===== src/include/pci_side_defs.svh =====
// Constants for the PCI-side control and CPU signal block
`ifndef PCI_SIDE_DEFS_SVH
`define PCI_SIDE_DEFS_SVH

// Register byte offsets
`define REG_CTRL 12'h000
`define REG_STATUS 12'h004
`define REG_EVENT 12'h008
`define REG_IRQMAP 12'h00c

// Control register fields
`define CTRL_POLL_MODE 0
`define CTRL_INIT_LOW 1
`define CTRL_COPROC_OFF 6
`define CTRL_RESET_VAL 32'h0000_0000

// Event register bits, written as one-cycle commands
`define EV_KBC_RESET 0
`define EV_PORT92_RESET 1
`define EV_SHUTDOWN 2
`define EV_INT_ERROR 3
`define EV_SYS_RESET 4
`define EV_NMI_CLEAR 5

// Timing
`define CLK_MHZ 250
`define COLD_RESET_MS 4
`define COLD_RESET_CYC (`COLD_RESET_MS * 1000 * `CLK_MHZ)
`define INIT_PULSE_NS 64
`define INIT_PULSE_CYC ((`INIT_PULSE_NS * `CLK_MHZ) / 1000)
`define SYS_RESET_CYC 16

`endif


===== src/include/pci_side_pkg.sv =====
// Types for the PCI-side control and CPU signal block
package pci_side_pkg;
	typedef enum logic [2:0] {
		BUS_IDLE = 3'b000,
		BUS_REQ = 3'b001,
		BUS_ADDR = 3'b011,
		BUS_DATA = 3'b010,
		BUS_PAR = 3'b110
	} bus_state_t;
endpackage


===== src/pci_side_control.sv =====
// PCI-side control logic, bus ownership, parity and CPU-facing signals
//
// How it works
// - AD carries address on first clock, data on later clocks.
// - Command/byte-enable lines give command in address phase, byte enables later.
// - Parity is even across all 32 AD bits and four command bits.
// - As master, parity follows address phase and each write data phase.
// - As read target, parity follows each data phase supplied.
// - Target claim driven on positive or subtractive decode.
// - System error input sampled low asserts the non-maskable interrupt.
// - Ownership request raised for ISA, DMA, IDE and USB masters.
// - Grant from arbiter must be seen before any cycle starts.
// - Direct mode: four interrupt pins are level inputs A to D.
// - Poll mode: B, C, D drive 3-bit select; A reads encoder.
// - Maskable interrupt to CPU comes from internal controller.
// - Channel check and internal errors also assert non-maskable interrupt.
// - Cold reset held until 4 ms after power good rises.
// - Initialize output polarity chosen by configuration.
// - Initialize pulses on power-on, keyboard reset, port reset, shutdown.
// - PCI reset output is always inverse of ISA reset drive.
// - FPU error becomes IRQ13; plain IRQ13 when coprocessor disabled.
// - Shared ISA interrupt pins driven when source is not ISA.
// - DMA acknowledge only after bus granted.
//
// The placing of the registers and register access over APB were decided locally.
`timescale 1ns/1ps
`default_nettype none
`include "pci_side_defs.svh"

module pci_side_control
	import pci_side_pkg::*;
#(
	parameter int unsigned COLD_RESET_CYCLES = `COLD_RESET_CYC
) (
	input wire logic sys_clk,
	input wire logic rst_b,
	// APB register port
	input wire logic psel,
	input wire logic penable,
	input wire logic pwrite,
	input wire logic [11:0] paddr,
	input wire logic [31:0] pwdata,
	output logic [31:0] prdata,
	output logic pready,
	output logic pslverr,
	// Internal master requests
	input wire logic [6:0] dmaRequest,
	input wire logic isaMasterReq,
	input wire logic ideMasterReq,
	input wire logic usbMasterReq,
	// Internal master cycle request
	input wire logic mstStart,
	input wire logic mstWrite,
	input wire logic [31:0] mstAddr,
	input wire logic [3:0] mstCmd,
	input wire logic [31:0] mstData,
	input wire logic [3:0] mstByteEn,
	output logic mstDone,
	// Target side decode
	input wire logic tgtPositiveHit,
	input wire logic tgtSubtractiveHit,
	input wire logic tgtReadData,
	input wire logic [31:0] tgtData,
	input wire logic [3:0] tgtByteEn,
	// PCI pins
	input wire logic [31:0] adIn,
	output logic [31:0] adOut,
	output logic adOe_n,
	output logic [3:0] cmd_byte_enable_n,
	output logic cbeOe_n,
	output logic parOut,
	output logic parOe_n,
	output logic target_claim_n,
	output logic claimOe_n,
	input wire logic system_error_in_n,
	output logic bus_own_request_n,
	input wire logic bus_own_grant_n,
	input wire logic pci_irq_a_or_poll_in,
	input wire logic pci_irq_b_or_sel0,
	output logic pci_irq_b_or_sel0Out,
	output logic pci_irq_b_or_sel0Oe_n,
	input wire logic pci_irq_c_or_sel1,
	output logic pci_irq_c_or_sel1Out,
	output logic pci_irq_c_or_sel1Oe_n,
	input wire logic pci_irq_d_or_sel2,
	output logic pci_irq_d_or_sel2Out,
	output logic pci_irq_d_or_sel2Oe_n,
	output logic [7:0] pciIrqLevel,
	output logic [6:0] dma_acknowledge_n,
	// CPU interface
	input wire logic picIntr,
	output logic cpuIntr,
	output logic cpuNmi,
	output logic cpuInit,
	output logic cpu_cold_reset_out,
	input wire logic power_good_in,
	input wire logic isa_channel_check_n,
	input wire logic fpu_error_in_n,
	output logic irq13,
	output logic isa_reset_drive,
	output logic pci_reset_out_n,
	// Shared ISA interrupts for external APIC
	input wire logic [15:0] routedIrq,
	input wire logic [15:0] irqFromIsa,
	output logic [15:0] isaIrqOut,
	output logic [15:0] isaIrqOe_n
);

	////////////////////////////////////////////////////////////////////////////////
	// Pin synchronisers
	logic [9:0] syncA_reg;
	logic [9:0] syncB_reg;
	wire logic [9:0] rawPins = {power_good_in, isa_channel_check_n, fpu_error_in_n, system_error_in_n,
		bus_own_grant_n, 1'b0, pci_irq_d_or_sel2, pci_irq_c_or_sel1, pci_irq_b_or_sel0,
		pci_irq_a_or_poll_in};

	// Two flops on each pin input
	always_ff @(posedge sys_clk or negedge rst_b) begin
		if (!rst_b) begin
			syncA_reg <= 10'h1ef; // Idle levels: power good low, active-low pins high
			syncB_reg <= 10'h1ef;
		end else begin
			syncA_reg <= rawPins;
			syncB_reg <= syncA_reg;
		end
	end

	wire logic pwrGood = syncB_reg[9];
	wire logic chanChkLow = ~syncB_reg[8];
	wire logic fpuErrLow = ~syncB_reg[7];
	wire logic sysErrLow = ~syncB_reg[6];
	wire logic granted = ~syncB_reg[5];
	wire logic [3:0] irqPins = syncB_reg[3:0];

	////////////////////////////////////////////////////////////////////////////////
	// APB registers
	logic [31:0] ctrl_reg;
	logic [31:0] irqMap_reg;
	wire logic wrEn = psel & penable & pwrite;
	wire logic hitCtrl = paddr == `REG_CTRL;
	wire logic hitStatus = paddr == `REG_STATUS;
	wire logic hitEvent = paddr == `REG_EVENT;
	wire logic hitMap = paddr == `REG_IRQMAP;
	wire logic mapped = hitCtrl | hitStatus | hitEvent | hitMap;
	wire logic [5:0] evStrobe = (wrEn & hitEvent) ? pwdata[5:0] : 6'h00;
	wire logic pollMode = ctrl_reg[`CTRL_POLL_MODE];
	wire logic initActiveLow = ctrl_reg[`CTRL_INIT_LOW];
	wire logic coprocOff = ctrl_reg[`CTRL_COPROC_OFF];

	assign pready = 1'b1;
	assign pslverr = psel & penable & ~mapped;

	// Control and routing registers
	always_ff @(posedge sys_clk or negedge rst_b) begin
		if (!rst_b) begin
			ctrl_reg <= `CTRL_RESET_VAL;
			irqMap_reg <= 32'h0000_0000;
		end else begin
			if (wrEn & hitCtrl) begin
				ctrl_reg <= pwdata;
			end
			if (wrEn & hitMap) begin
				irqMap_reg <= {16'h0000, pwdata[15:0]};
			end
		end
	end

	////////////////////////////////////////////////////////////////////////////////
	// Bus ownership and master cycle
	bus_state_t state_reg, state_next;
	logic [31:0] adOut_next;
	logic [3:0] cbe_next;
	logic parDrive_reg;
	logic isWrite_reg;
	logic [31:0] wData_reg;
	logic [3:0] wBe_reg;
	wire logic anyMasterReq = (|dmaRequest) | isaMasterReq | ideMasterReq | usbMasterReq;

	// Even parity over AD and command/byte enables
	function automatic logic evenPar(input logic [31:0] ad, input logic [3:0] cbe);
		evenPar = ^{ad, cbe};
	endfunction

	// Ownership and cycle sequence
	always_comb begin
		state_next = state_reg;
		unique case (state_reg)
			BUS_IDLE: if (anyMasterReq) state_next = BUS_REQ;
			BUS_REQ: begin
				if (!anyMasterReq) state_next = BUS_IDLE;
				else if (granted && mstStart) state_next = BUS_ADDR;
			end
			BUS_ADDR: state_next = BUS_DATA;
			BUS_DATA: state_next = BUS_PAR;
			BUS_PAR: state_next = anyMasterReq ? BUS_REQ : BUS_IDLE;
			default: state_next = BUS_IDLE;
		endcase
	end

	wire logic inAddr = state_reg == BUS_ADDR;
	wire logic inData = state_reg == BUS_DATA;
	wire logic owning = (state_reg != BUS_IDLE) & granted;
	wire logic tgtClaim = tgtPositiveHit | tgtSubtractiveHit;

	always_ff @(posedge sys_clk or negedge rst_b) begin
		if (!rst_b) begin
			state_reg <= BUS_IDLE;
			isWrite_reg <= 1'b0;
			wData_reg <= 32'h0000_0000;
			wBe_reg <= 4'h0;
		end else begin
			state_reg <= state_next;
			if (state_reg == BUS_REQ && state_next == BUS_ADDR) begin
				isWrite_reg <= mstWrite;
				wData_reg <= mstData;
				wBe_reg <= mstByteEn;
			end
		end
	end

	// Drive values for AD and command/byte enables
	always_comb begin
		adOut_next = 32'h0000_0000;
		cbe_next = 4'hf;
		if (state_reg == BUS_REQ && state_next == BUS_ADDR) begin
			adOut_next = mstAddr;
			cbe_next = mstCmd;
		end else if (inAddr) begin
			adOut_next = isWrite_reg ? wData_reg : 32'h0000_0000;
			cbe_next = ~wBe_reg;
		end else if (tgtClaim && tgtReadData) begin
			adOut_next = tgtData;
			cbe_next = ~tgtByteEn;
		end
	end

	// Outputs registered, parity one clock behind its phase
	logic adOe_next;
	assign adOe_next = ~((state_reg == BUS_REQ && state_next == BUS_ADDR) | (inAddr & isWrite_reg)
		| (tgtClaim & tgtReadData));
	logic parEn_next;
	assign parEn_next = inAddr | (inData & isWrite_reg);

	always_ff @(posedge sys_clk or negedge rst_b) begin
		if (!rst_b) begin
			adOut <= 32'h0000_0000;
			adOe_n <= 1'b1;
			cmd_byte_enable_n <= 4'hf;
			cbeOe_n <= 1'b1;
			parDrive_reg <= 1'b0;
			parOut <= 1'b0;
			parOe_n <= 1'b1;
			target_claim_n <= 1'b1;
			claimOe_n <= 1'b1;
			bus_own_request_n <= 1'b1;
			mstDone <= 1'b0;
		end else begin
			adOut <= adOut_next;
			adOe_n <= adOe_next;
			cmd_byte_enable_n <= cbe_next;
			cbeOe_n <= ~((state_reg == BUS_REQ && state_next == BUS_ADDR) | inAddr);
			// Target read data goes out at this edge, so its parity enable waits one clock
			parDrive_reg <= tgtClaim & tgtReadData;
			parOut <= evenPar(adOut, cmd_byte_enable_n);
			parOe_n <= ~(parEn_next | parDrive_reg);
			target_claim_n <= ~tgtClaim;
			claimOe_n <= ~tgtClaim;
			bus_own_request_n <= ~(state_next != BUS_IDLE);
			mstDone <= inData;
		end
	end

	////////////////////////////////////////////////////////////////////////////////
	// DMA acknowledge after grant
	always_ff @(posedge sys_clk or negedge rst_b) begin
		if (!rst_b) begin
			dma_acknowledge_n <= 7'h7f;
		end else begin
			dma_acknowledge_n <= owning ? ~dmaRequest : 7'h7f;
		end
	end

	////////////////////////////////////////////////////////////////////////////////
	// PCI interrupt inputs, direct or polled
	logic [2:0] pollSel_reg;
	logic [7:0] irqLevel_reg;
	logic [1:0] pollWait_reg;

	// Poll select walks eight slots; result sampled after settling through sync
	always_ff @(posedge sys_clk or negedge rst_b) begin
		if (!rst_b) begin
			pollSel_reg <= 3'h0;
			pollWait_reg <= 2'h0;
			irqLevel_reg <= 8'h00;
		end else if (pollMode) begin
			pollWait_reg <= pollWait_reg + 2'h1;
			if (pollWait_reg == 2'h3) begin
				irqLevel_reg[pollSel_reg] <= ~irqPins[0];
				pollSel_reg <= pollSel_reg + 3'h1;
			end
		end else begin
			irqLevel_reg <= {4'h0, ~irqPins};
			pollWait_reg <= 2'h0;
		end
	end

	assign pciIrqLevel = irqLevel_reg;
	assign pci_irq_b_or_sel0Out = pollSel_reg[0];
	assign pci_irq_c_or_sel1Out = pollSel_reg[1];
	assign pci_irq_d_or_sel2Out = pollSel_reg[2];
	assign pci_irq_b_or_sel0Oe_n = ~pollMode;
	assign pci_irq_c_or_sel1Oe_n = ~pollMode;
	assign pci_irq_d_or_sel2Oe_n = ~pollMode;

	////////////////////////////////////////////////////////////////////////////////
	// CPU interrupts, reset and initialize
	logic nmi_reg;
	localparam int unsigned COLD_W = $clog2(COLD_RESET_CYCLES + 1);
	logic [COLD_W-1:0] coldCnt_reg;
	logic cold_reg;
	logic [7:0] initCnt_reg;
	logic [4:0] sysRstCnt_reg;
	logic pwrGoodPrev_reg;
	wire logic nmiSet = sysErrLow | chanChkLow | evStrobe[`EV_INT_ERROR];
	wire logic initTrigger = (cold_reg & pwrGood & (coldCnt_reg == '0)) | evStrobe[`EV_KBC_RESET]
		| evStrobe[`EV_PORT92_RESET] | evStrobe[`EV_SHUTDOWN];
	wire logic coldDone = pwrGood & (coldCnt_reg == COLD_RESET_CYCLES[$bits(coldCnt_reg)-1:0]);

	always_ff @(posedge sys_clk or negedge rst_b) begin
		if (!rst_b) begin
			nmi_reg <= 1'b0;
			coldCnt_reg <= '0;
			cold_reg <= 1'b1;
			initCnt_reg <= 8'h00;
			sysRstCnt_reg <= 5'h00;
			pwrGoodPrev_reg <= 1'b0;
			cpuIntr <= 1'b0;
			irq13 <= 1'b0;
		end else begin
			// Set wins over clear
			nmi_reg <= nmiSet | (nmi_reg & ~evStrobe[`EV_NMI_CLEAR]);
			pwrGoodPrev_reg <= pwrGood;
			if (!pwrGood) begin
				cold_reg <= 1'b1;
				coldCnt_reg <= '0;
			end else if (coldDone) begin
				cold_reg <= 1'b0;
			end else if (cold_reg) begin
				coldCnt_reg <= coldCnt_reg + COLD_W'(1);
			end
			if (initTrigger) begin
				initCnt_reg <= 8'(`INIT_PULSE_CYC);
			end else if (initCnt_reg != 8'h00) begin
				initCnt_reg <= initCnt_reg - 8'h01;
			end
			if (evStrobe[`EV_SYS_RESET] | (pwrGood & ~pwrGoodPrev_reg)) begin
				sysRstCnt_reg <= 5'(`SYS_RESET_CYC);
			end else if (sysRstCnt_reg != 5'h00) begin
				sysRstCnt_reg <= sysRstCnt_reg - 5'h01;
			end
			cpuIntr <= picIntr;
			irq13 <= coprocOff ? ~fpuErrLow : fpuErrLow; // plain IRQ13 pin is active high
		end
	end

	assign cpuNmi = nmi_reg;
	assign cpu_cold_reset_out = cold_reg;
	assign cpuInit = (initCnt_reg != 8'h00) ^ initActiveLow;
	assign isa_reset_drive = cold_reg | (sysRstCnt_reg != 5'h00);
	assign pci_reset_out_n = ~isa_reset_drive;

	////////////////////////////////////////////////////////////////////////////////
	// Shared ISA interrupt pins toward an external APIC
	genvar gi;
	generate
		for (gi = 0; gi < 16; gi++) begin : gIrq
			assign isaIrqOut[gi] = routedIrq[gi];
			assign isaIrqOe_n[gi] = ~(irqMap_reg[gi] & ~irqFromIsa[gi]);
		end
	endgenerate

	// Read data mux
	wire logic [31:0] statusWord = {16'h0000, pciIrqLevel, 1'b0, cpuInit, isa_reset_drive, owning,
		pwrGood, cold_reg, nmi_reg, state_reg != BUS_IDLE};
	assign prdata = hitCtrl ? ctrl_reg : hitStatus ? statusWord : hitMap ? irqMap_reg : 32'h0000_0000;

endmodule
`default_nettype wire


===== config.mk =====
export PLATFORM = sky130hd
export DESIGN_NAME = pci_side_control
export DESIGN_NICKNAME = d
export VERILOG_FILES = /design/src/include/pci_side_pkg.sv /design/src/pci_side_control.sv
export VERILOG_INCLUDE_DIRS = /design/src /design/src/include
export SDC_FILE = /design/constraint.sdc
export NUM_CORES = 1
export LEC_CHECK = 0
export ABC_AREA = 1
export BUFFER_PORTS_ARGS = -buffer_cell sky130_fd_sc_hd__buf_4
export CAP_MARGIN = 20
export CORE_MARGIN = 8
export CORE_UTILIZATION = 40
export DETAILED_ROUTE_END_ITERATION = 10
export GPL_TIMING_DRIVEN = 0
export PLACE_DENSITY_LB_ADDON = 0.15
export SLEW_MARGIN = 20
export SYNTH_ARGS = -nofsm -noshare
export SYNTH_HDL_FRONTEND = slang
export SYNTH_SLANG_ARGS = --single-unit

===== constraint.sdc =====
create_clock -name sys_clk -period 1.6 [get_ports sys_clk]
set_input_delay 0.24 -clock sys_clk [delete_from_list [all_inputs] [get_ports sys_clk]]
set_output_delay 0.24 -clock sys_clk [all_outputs]
set_load 0.1 [all_outputs]

==> reports/qor.yml, run 1 <==
cp_max_fo: 4
path_cells: "nor2_2, nand3_4, nor2_4, nand2_4, xor2_4, nand2_2, a31oi_4, buf_12"
drt_wl_total_mm: 39.66
cp_slowest_stage_delay_ns: 0.41
ir_drop_mv: 1.129
max_slew_margin_pct: 63.66
die-area_um2: 32010
syn2layout_area_growth_pct: 74.21
clock_path_buffers: 3
finalSetupViolations: 43
cts-buffers-inserted: 24
period_minus_slack_ns: 2.229
power_density_nw_per_um2: 1315
synth.yosys.seq_area_share_pct: 49.42
status: "finished, violations left"
critical_path_required_ns: 1.36
yosysTopAreaCell: "dfrtp_1"
max_freq_mhz: 448.6
synth_common_cells: "nand2_1, dfrtp_1, inv_1"
clock-root-buffer: "clkbuf_16"
grt_pass1_vias: 11660
synth_top_area_share_pct: 41.25
ys_types: 48
drive_gt1_share_pct: 42.52
finalMaxSlewViolations: 0
wl_per_cell_um: 17.27
grt_pass1_wl_mm: 59.66
core_um2: 26060
place_congestion: 0.9064
synth-seq-cells: 208
arrival_ns: 1.99
synth_top_flop_cell: "dfrtp_1"
worst-path-buf-inv: 1
track_usage_pct: 23.13
post-place-ws_ns: -0.6377
period_share_pct: 139.3
cts_sinks: 208
grt_overflow: 0
crit_slowest_cell: "dfrtp_1"
die_w_um: 178.9
synthArstFlopShare_pct: 100.0
critical_path_class: "register to output pin"
grt_max_degree: 99
num_rows: 59
ys_top_cells_by_area: "dfrtp_1, nand2_1, dfstp_2"
synth_edf_count: 0
viasPerCell: 4.963
fin_nets: 2193
ant_nets: 0
hold_viol: 0
vias: 11400
dr.pass1.iters: 6
setup_tns_ns: -16.80
drt_iter0_drc: 777
post-synth-top-count-cell: "nand2_1"
route.detailed.drc: 0
synth_area_um2: 10620
cp-start-kind: "register"
io_pins: 384
rsz0062_at_grt: "true"
initial_core_util_pct: 40.74
clkTransAtPathRegs_ns: 0.06
cts_tree: "built"
worst_pin_slew_ns: 0.5451
hp-class: "primary input to register"
worstSkewPairLatency_ns: 0.52
cp_top_family: "simple AND/OR/NAND/NOR gates"
antenna_found_initial: 2
fillers: 1853
fin_ws_ns: -0.6289
violations: "setup timing"
synthCells: 1377
cap_violations: 0
port-buffer-count: 333
power_leakage_nw: 9.069
utilization_pct: 70.97
syn-num-nets: 1629
syn_avg_cell_area_um2: 7.709
chipHeight_um: 178.9
finClkSkew_ns: 0.01010
hpwl_mm: 26.81
yosys_warnings: 0
end_kind: "output pin"
cts.htree.levels: 1
## logic make-up after synthesis
family,synth area share (%)
compound gates,8.605
xor+xnor,1.568
fa+ha+maj,0.7072
buf+inv,10.62
flops,49.42
mux,0.09430
other cells,0.03533
simple gates,28.95
## worst paths after layout
kind | startpoint | to | slack (ns) | cells after the start
max in group asynchronous | rst_b | syncA_reg[5] | 0.64 | 3
max | initCnt_reg[5] | prdata[6] | -0.63 | 8
min reg2reg | syncA_reg[5] | syncB_reg[5] | 0.35 | 0
min | mstAddr[9] | adOut[9] | 0.007 | 3
max reg2reg | coldCnt_reg[1] | coldCnt_reg[18] | -0.03 | 10
min in group asynchronous | rst_b | ctrl_reg[1] | 0.19 | 2
## metal layers
layer | up-vias | global-route usage [%] | wire, µm | share of wire (%)
met5 | - | 0 | 0 | 0
met4 | 0 | 6.752 | 1222 | 3.1
met3 | 95 | 5.350 | 3066 | 7.7
met2 | 456 | 42.20 | 20470 | 52
met1 | 5404 | 26.45 | 14900 | 38
li1 | 5446 | - | - | -
## per-stage QoR
step	cells	instance area, µm²	hold WS, ns	power, mW
after CTS	2257	17480	0.0003219	23.34
after global placement	2045	14020	0.3402	16.94
final	2297	18490	0.007038	24.32
after floorplan	1377	11100	-0.05559	14.56
after global routing	2296	18490	0.004315	25.69
after detailed placement	2047	14080	0.1126	17.18
## cells in the final DEF (no fill, tap or decap), types with 14 or more instances in the layout
master	Yosys	routed
a31oi_1	34	27
dfrtp_2	0	41
inv_2	3	38
dfrtp_1	175	134
nor3_1	22	14
nand3_1	82	67
nor2_1	120	75
o21ai_1	32	37
a21oi_2	15	18
xor2_1	15	14
buf_4	28	353
dfstp_2	33	29
dlygate4sd3_1	0	127
nand2_2	2	30
nor2_4	2	34
nand2_1	466	432
nor2_2	11	24
buf_6	10	41
clkbuf_16	0	30
clkbuf_1	19	16
inv_1	173	122
buf_12	0	56
## layout make-up
class | instances | area [µm²] | area share [%]
Inverter | 177 | 749.5 | 4.053
Timing Repair Buffer | 539 | 5269 | 28.49
Antenna cell | 3 | 7.507 | 0.04060
Clock inverter | 3 | 21.27 | 0.1150
Multi-Input combinational cell | 922 | 5278 | 28.54
Buffer | 69 | 710.7 | 3.843
Sequential cell | 208 | 5313 | 28.73
Tap cell | 335 | 419.2 | 2.267
Clock buffer | 41 | 725.7 | 3.924
## power breakdown
group / internal, mW / leakage [nW] / switching (mW)
clock: 3.07 / 0.365 / 2.14
combinational: 3.85 / 6.19 / 7.85
sequential: 6.54 / 2.51 / 0.865
## worst reg2reg max path, delay by kind of cell (launching register included)
kind	cells	cell delay (ns)
flops	1	0.39
buf+inv	2	0.26
fa+ha+maj	1	0.15
simple gates	7	0.73
## timing repair
action,CTS,global route
hold endpoints to repair,300,1
buffers inserted,37,35
gates resized for setup,263,229
pin swaps,19,46
hold buffers,126,1
gates cloned,4,4
setup endpoints to repair,147,163
(Power assumes the default switching activity.)
==> run 2: changes to the inputs <==
--- a/config.mk
+++ b/config.mk
@@ -6,13 +6,14 @@
 export SDC_FILE = /design/constraint.sdc
 export NUM_CORES = 1
 export LEC_CHECK = 0
-export ABC_AREA = 1
+export ABC_AREA = 0
 export BUFFER_PORTS_ARGS = -buffer_cell sky130_fd_sc_hd__buf_4
 export CAP_MARGIN = 20
 export CORE_MARGIN = 8
 export CORE_UTILIZATION = 40
 export DETAILED_ROUTE_END_ITERATION = 10
 export GPL_TIMING_DRIVEN = 0
+export HOLD_SLACK_MARGIN = 0.05
 export PLACE_DENSITY_LB_ADDON = 0.15
 export SLEW_MARGIN = 20
 export SYNTH_ARGS = -nofsm -noshare
==> run 2 against run 1 <==
  * The run still ends with setup timing left
  * Worst setup slack worse by 0.44 ns
  * Area after synthesis down 9.3%
  * Critical path type unchanged
  * Wire length up 5.3%
  * First-iteration DRC count down 17%
  * Largest power group unchanged
  * Worst hold slack better by 0.056 ns
  * Cell area up 1.7%
  * Sequential cell count unchanged
  * Critical endpoint unchanged
  * Count of clock-buffer cells in the layout down 9
  * Clock power up 7.5%
  * Sequential share of layout area down 0.46 points
==> reports/qor.yml, run 2 <==
clock_path_buffers: 3  # unchanged
fin_ws_ns: -1.068  # -0.4394 ns
drive_gt1_share_pct: 60.57  # +18 points
layout_commonest_cell: "buf_4"
core_um2: 23540  # -9.7%
cts_sinks: 208  # unchanged
worst_pin_slew_ns: 0.5485  # +0.003454 ns
die-area_um2: 29300  # -8.5%
worst-path-buf-inv: 1  # unchanged
wl_per_cell_um: 22.95  # +33%
rsz0062_at_grt: "true"
post-place-ws_ns: -0.8427  # -0.2050 ns
dr.pass1.iters: 5  # -1
ff_latch_area_um2: 5315  # about the same
finalPower_mw: 25.92  # +6.6%
final_cell_mix: "buf_4, dlygate4sd3_1, dfrtp_1"
synth.yosys.seq_area_share_pct: 54.47  # +5.0 points
fillers: 1270  # -31%
chipHeight_um: 171.2  # -4.3%
post-synth-top-count-cell: "dfrtp_1"
hpwl_mm: 23.23  # -13%
max_freq_mhz: 374.8  # -16%
ant_nets: 0  # unchanged
drt_iter0_drc: 644  # -17%
antenna_found_initial: 0  # -2
grt_pass1_wl_mm: 58.59  # -1.8%
finalSetupViolations: 148  # +240%
ir_drop_mv: 1.134  # +0.42%
dpl.cell_count: 1508  # -26%
initial_core_util_pct: 40.91  # +0.18 points
syn_avg_cell_area_um2: 11.27  # +46%
syn-num-nets: 1107  # -32%
yosys_warnings: 0  # unchanged
cap_violations: 0  # unchanged
critical_path_required_ns: 1.36  # about the same
grt_pass1_vias: 10330  # -11%
power_leakage_nw: 8.470  # -6.6%
cts-buffers-inserted: 24  # unchanged
syn2layout_area_growth_pct: 95.18
grt_max_degree: 85  # -14%
synth_top_family_by_area: "simple AND/OR/NAND/NOR gates"
grt_overflow: 0  # unchanged
cp_slowest_stage_delay_ns: 0.56  # +0.15 ns
worstSkewPairLatency_ns: 0.52  # about the same
hp-class: "primary input to register"
synthArstFlopShare_pct: 100.0  # unchanged
clock-root-buffer: "clkbuf_16"
critical_path_class: "register to output pin"
cts.htree.levels: 1  # unchanged
synthAdderAreaFrac_pct: 0.7794  # +0.072 points
synthMuxAreaShare_pct: 11.73  # +12 points
synth_top_flop_cell: "dfrtp_1"
place_congestion: 0.8056  # -11%
synth-simple-area-share_pct: 13.15  # -16 points
clkTransAtPathRegs_ns: 0.06  # about the same
synth_compound_area_share_pct: 9.678  # +1.1 points
end_kind: "output pin"
synthCells: 855  # -38%
synth_top_area_share_pct: 45.47  # +4.2 points
utilization_pct: 79.85  # +8.9 points
ys_types: 57  # +19%
period_minus_slack_ns: 2.668  # +0.4394 ns
path_cells: "or4_4, nor3_4, xnor2_4, nand3b_1, a31oi_4, buf_12"
num_rows: 56  # -5.1%
io_pins: 384  # unchanged
fin_nets: 1733  # -21%
crit_slowest_cell: "or4_4"
finClkSkew_ns: 0.01650  # +0.006395 ns
cp-start-kind: "register"
max_slew_margin_pct: 63.43  # -0.23 points
port-buffer-count: 332  # -0.30%
cp_max_fo: 2  # -2
route.detailed.drc: 0  # unchanged
synth_common_cells: "dfrtp_1, nor2_1, mux2_2"
track_usage_pct: 25.51  # +2.4 points
period_share_pct: 166.8  # +27 points
vias: 9564  # -16%
yosysTopAreaCell: "dfrtp_1"
finalMaxSlewViolations: 0  # unchanged
arrival_ns: 2.43  # +0.44 ns
synth_xor_area_share_pct: 4.780  # +3.2 points
die_w_um: 171.2  # -4.3%
power_density_nw_per_um2: 1379  # +4.8%
synth_edf_count: 0  # unchanged
hold_viol: 0  # unchanged
multi_input_area_um2: 5373  # +1.8%
drt_wl_total_mm: 41.75  # +5.3%
cts_tree: "built"
status: "finished, violations left"
setup_tns_ns: -53.43  # -36.62 ns
violations: "setup timing"
synth_area_um2: 9632  # -9.3%
cp_top_family: "simple AND/OR/NAND/NOR gates"
viasPerCell: 5.258  # +5.9%
stdcell_count: 1819  # -21%
ys_top_cells_by_area: "dfrtp_1, dfstp_2, mux2_2"
synth-seq-cells: 208  # unchanged
## run 2: tightest hold or removal path: cells and delay by family
kind	cells	cell delay [ns]
buf+inv	1	0.08
compound gates	2	0.21
## run 2: per-layer routing
metal / vias to the layer above / track usage [%] / share of wire (%)
met4: 0 / 7.032 / 3.5
met1: 4803 / 27.76 / 35
li1: 4207 / - / -
met3: 98 / 6.786 / 7.9
met5: - / 0 / 0
met2: 456 / 47.97 / 54
## run 2: worst paths after layout
path	from	to	slack [ns]	depth (start not counted)
worst max-delay path	initCnt_reg[6]	prdata[6]	-1.07	6
worst min-delay path	tgtData[20]	adOut[20]	0.06	3
worst max register to register	state_reg[2]	wData_reg[23]	-0.58	7
worst min register to register	syncA_reg[9]	syncB_reg[9]	0.35	0
max in group asynchronous	rst_b	adOut[10]	0.23	4
min in group asynchronous	rst_b	sysRstCnt_reg[3]	0.21	2
## run 2: power by group
part           internal [mW]  switching [mW]
Combinational           5.30            7.44
Sequential              6.61           0.977
Clock                   3.32            2.28
## run 2: cell families (layout without fill, tap and decap cells)
family                   count (synthesis)  count (layout)
multiplexers                           102             102
XOR/XNOR                                51              51
AND/OR/NAND/NOR                        250             250
adder cells (fa/ha/maj)                  6               6
other                                    1               2
buffers and inverters                   87             730
flip-flops                             208             208
AO/OA/AOI/OAI                          150             151
## run 2: per-stage QoR
step	hold slack, ns	instance area [µm²]
final	0.06347	18800
after global routing	0.05450	18800
after CTS	0.05021	18020
after detailed placement	0.1627	13670
after global placement	0.3356	13610
after floorplan	-0.05559	10720
## run 2: what timing repair did
item | in CTS | in global routing
hold buffers | 154 | 0
gates cloned | 13 | 2
pin swaps | 51 | 54
buffers inserted | 69 | 41
resized for setup | 322 | 123
hold endpoints to repair | 198 | 0
setup endpoints to repair | 193 | 214
## run 2: final cells by class
class	count	share of cell area, %
Tap cell	319	2.123
Buffer	64	3.681
Clock buffer	32	3.627
Antenna cell	1	0.01331
Clock inverter	12	0.6323
Multi-Input combinational cell	561	28.58
Timing Repair Buffer	605	32.68
Sequential cell	208	28.27
Inverter	17	0.3927
==> run 3: changes to the inputs <==
--- a/config.mk
+++ b/config.mk
@@ -10,11 +10,11 @@
 export BUFFER_PORTS_ARGS = -buffer_cell sky130_fd_sc_hd__buf_4
 export CAP_MARGIN = 20
 export CORE_MARGIN = 8
-export CORE_UTILIZATION = 40
+export CORE_UTILIZATION = 44
 export DETAILED_ROUTE_END_ITERATION = 10
 export GPL_TIMING_DRIVEN = 0
 export HOLD_SLACK_MARGIN = 0.05
-export PLACE_DENSITY_LB_ADDON = 0.15
+export PLACE_DENSITY = 0.73
 export SLEW_MARGIN = 20
 export SYNTH_ARGS = -nofsm -noshare
 export SYNTH_HDL_FRONTEND = slang
==> run 3 against run 2 <==
  * The run still ends with setup timing left
  * First-iteration DRC count is 4.3% lower
  * Fmax is 4.3% lower
  * Critical path depth stayed put
  * Clock power is 4.8% higher
  * Count of clock-buffer cells in the layout is 4 higher
  * Critical path type unchanged
  * Largest cell class unchanged
  * Largest power group unchanged
==> reports/qor.yml, run 3 (same netlist as run 2, synthesis figures left out) <==
route.detailed.drc: 0  # unchanged
violations: "setup timing"
multi_input_area_um2: 5459  # +1.6%
arrival_ns: 2.55  # +0.12 ns
path_cells: "or4_4, nor3_4, xnor2_4, nand3b_1, a31oi_4, buf_12"
die-area_um2: 26880  # -8.3%
dr.max_layer_used: "met5"
grt_overflow: 0  # unchanged
ff_latch_area_um2: 5314  # about the same
cts.htree.levels: 1  # unchanged
hp-class: "primary input to register"
p_int_mw: 15.37  # +0.91%
cp-start-kind: "register"
fin_nets: 1737  # +0.23%
power_leakage_nw: 8.562  # +1.1%
clkTransAtPathRegs_ns: 0.07  # about the same
critical_path_required_ns: 1.36  # about the same
port-buffer-count: 332  # unchanged
dr.pass1.iters: 5  # unchanged
io_pins: 384  # unchanged
whs_ns: 0.06401  # +0.0005416 ns
antenna_found_initial: 2  # +2
chipHeight_um: 164.0  # -4.2%
ant_nets: 0  # unchanged
cp_max_fo: 2  # unchanged
final_cell_mix: "buf_4, dlygate4sd3_1, dfrtp_1"
hpwl_mm: 23.70  # +2.1%
ir_drop_mv: 1.381  # +22%
fin_ws_ns: -1.187  # -0.1188 ns
reg2reg_depth: 7  # unchanged
grt_pass1_vias: 10940  # +6.0%
place_congestion: 0.8214  # +2.0%
setup_tns_ns: -64.81  # -11.38 ns
num_rows: 54  # -3.6%
power_frac_clock_pct: 22.2  # +0.6 points
p_sw_mw: 11.09  # +3.8%
viasPerCell: 5.626  # +7.0%
reg2reg_slack_ns: -0.57  # about the same
finalPower_mw: 26.46  # +2.1%
finalMaxSlewViolations: 0  # unchanged
core_um2: 21690  # -7.9%
end_kind: "output pin"
grt_pass1_wl_mm: 65.01  # +11%
layout_commonest_cell: "buf_4"
finClkSkew_ns: 0.01853  # +0.002033 ns
period_minus_slack_ns: 2.787  # +0.1188 ns
syn2layout_area_growth_pct: 97.97
clock_path_buffers: 3  # unchanged
status: "finished, violations left"
hold_depth: 3  # unchanged
max_freq_mhz: 358.8  # -4.3%
worstSkewPairLatency_ns: 0.52  # about the same
power_density_nw_per_um2: 1388  # +0.66%
cts-buffers-inserted: 24  # unchanged
dr_wl_met2_mm: 24.43  # +9.0%
max_slew_margin_pct: 64.77  # +1.3 points
wirelength_met1_mm: 16.41  # +13%
critical_path_class: "register to output pin"
track_usage_pct: 31.44  # +5.9 points
finalSetupViolations: 195  # +32%
period_share_pct: 174.2  # +7.4 points
clock-root-buffer: "clkbuf_16"
drt_wl_total_mm: 47.17  # +13%
die_w_um: 164.0  # -4.2%
cts_sinks: 208  # unchanged
sw_frac_of_total_pct: 41.93  # +0.68 points
drive_gt1_share_pct: 61.65  # +1.1 points
p_seq_share_pct: 29.1  # -0.2 points
rsz0062_at_grt: "true"
hold_viol: 0  # unchanged
comb_power_share_pct: 48.7  # -0.4 points
crit_slowest_cell: "or4_4"
drt_iter0_drc: 616  # -4.3%
cp_slowest_stage_delay_ns: 0.57  # about the same
post-place-ws_ns: -0.8975  # -0.05476 ns
grt_max_degree: 94  # +11%
cts_tree: "built"
fillers: 860  # -32%
wl_per_cell_um: 26.45  # +15%
vias: 10030  # +4.9%
utilization_pct: 87.92  # +8.1 points
initial_core_util_pct: 44.41  # +3.5 points
wl_met3_mm: 3.859  # +17%
worst_pin_slew_ns: 0.5284  # -0.02011 ns
cap_violations: 0  # unchanged
-- run 3: layer usage --
layer / GRT usage [%] / vias to the layer above
met5: 0 / -
li1: - / 4232
met2: 56.40 / 622
met4: 15.95 / 2
met1: 34.33 / 5010
met3: 7.118 / 166
-- run 3: worst paths after layout --
kind                                      from             end
worst min register to register    syncA_reg[9]    syncB_reg[9]
worst max-delay path            initCnt_reg[6]       prdata[6]
min in group asynchronous                rst_b  initCnt_reg[2]
worst min-delay path                tgtData[1]        adOut[1]
max in group asynchronous                rst_b       adOut[10]
worst max register to register    state_reg[1]   wData_reg[25]
-- run 3: area by class of cell --
| class | count | area share, % |
|---|---|---|
| plain buffers | 61 | 3.648 |
| diodes | 1 | 0.01312 |
| flip-flops and latches | 208 | 27.87 |
| inverters | 17 | 0.4134 |
| repair buffers | 612 | 33.26 |
| clock inverters | 7 | 0.4659 |
| multi-input cells | 561 | 28.63 |
| well taps | 280 | 1.837 |
| clock buffers | 36 | 3.865 |
-- run 3: what timing repair did --
action,in CTS,in global routing
endpoints found under the hold margin,202,0
setup buffers,87,41
hold buffers,148,0
setup endpoints to repair,181,214
gates cloned,17,2
resized for setup,318,186
pin swaps,61,66
-- run 3: power by group through the flow --
stage          Sequential (mW)  Combinational [mW]  Clock (mW)
3_3_place_gp              7.45                10.1           0
2_1_floorplan             10.6                4.74           0
4_1_cts                   7.41                12.0        5.77
5_1_grt                   7.75                13.3        6.13
3_5_place_dp              7.48                10.3           0
6_report                  7.70                12.9        5.87
-- run 3: worst max-delay path, delay by kind of cell (launching register included) --
family	cells	cell delay [ns]
AO/OA/AOI/OAI	1	0.20
flip-flops	1	0.38
AND/OR/NAND/NOR	3	1.05
buffers and inverters	1	0.19
XOR/XNOR	1	0.20
-- run 3: through the flow --
step           area, µm²  std cells
3_5_place_dp       13620       1469
6_report           19070       1783
2_1_floorplan      10720        855
4_1_cts            18180       1759
5_1_grt            19070       1783
3_3_place_gp       13560       1467
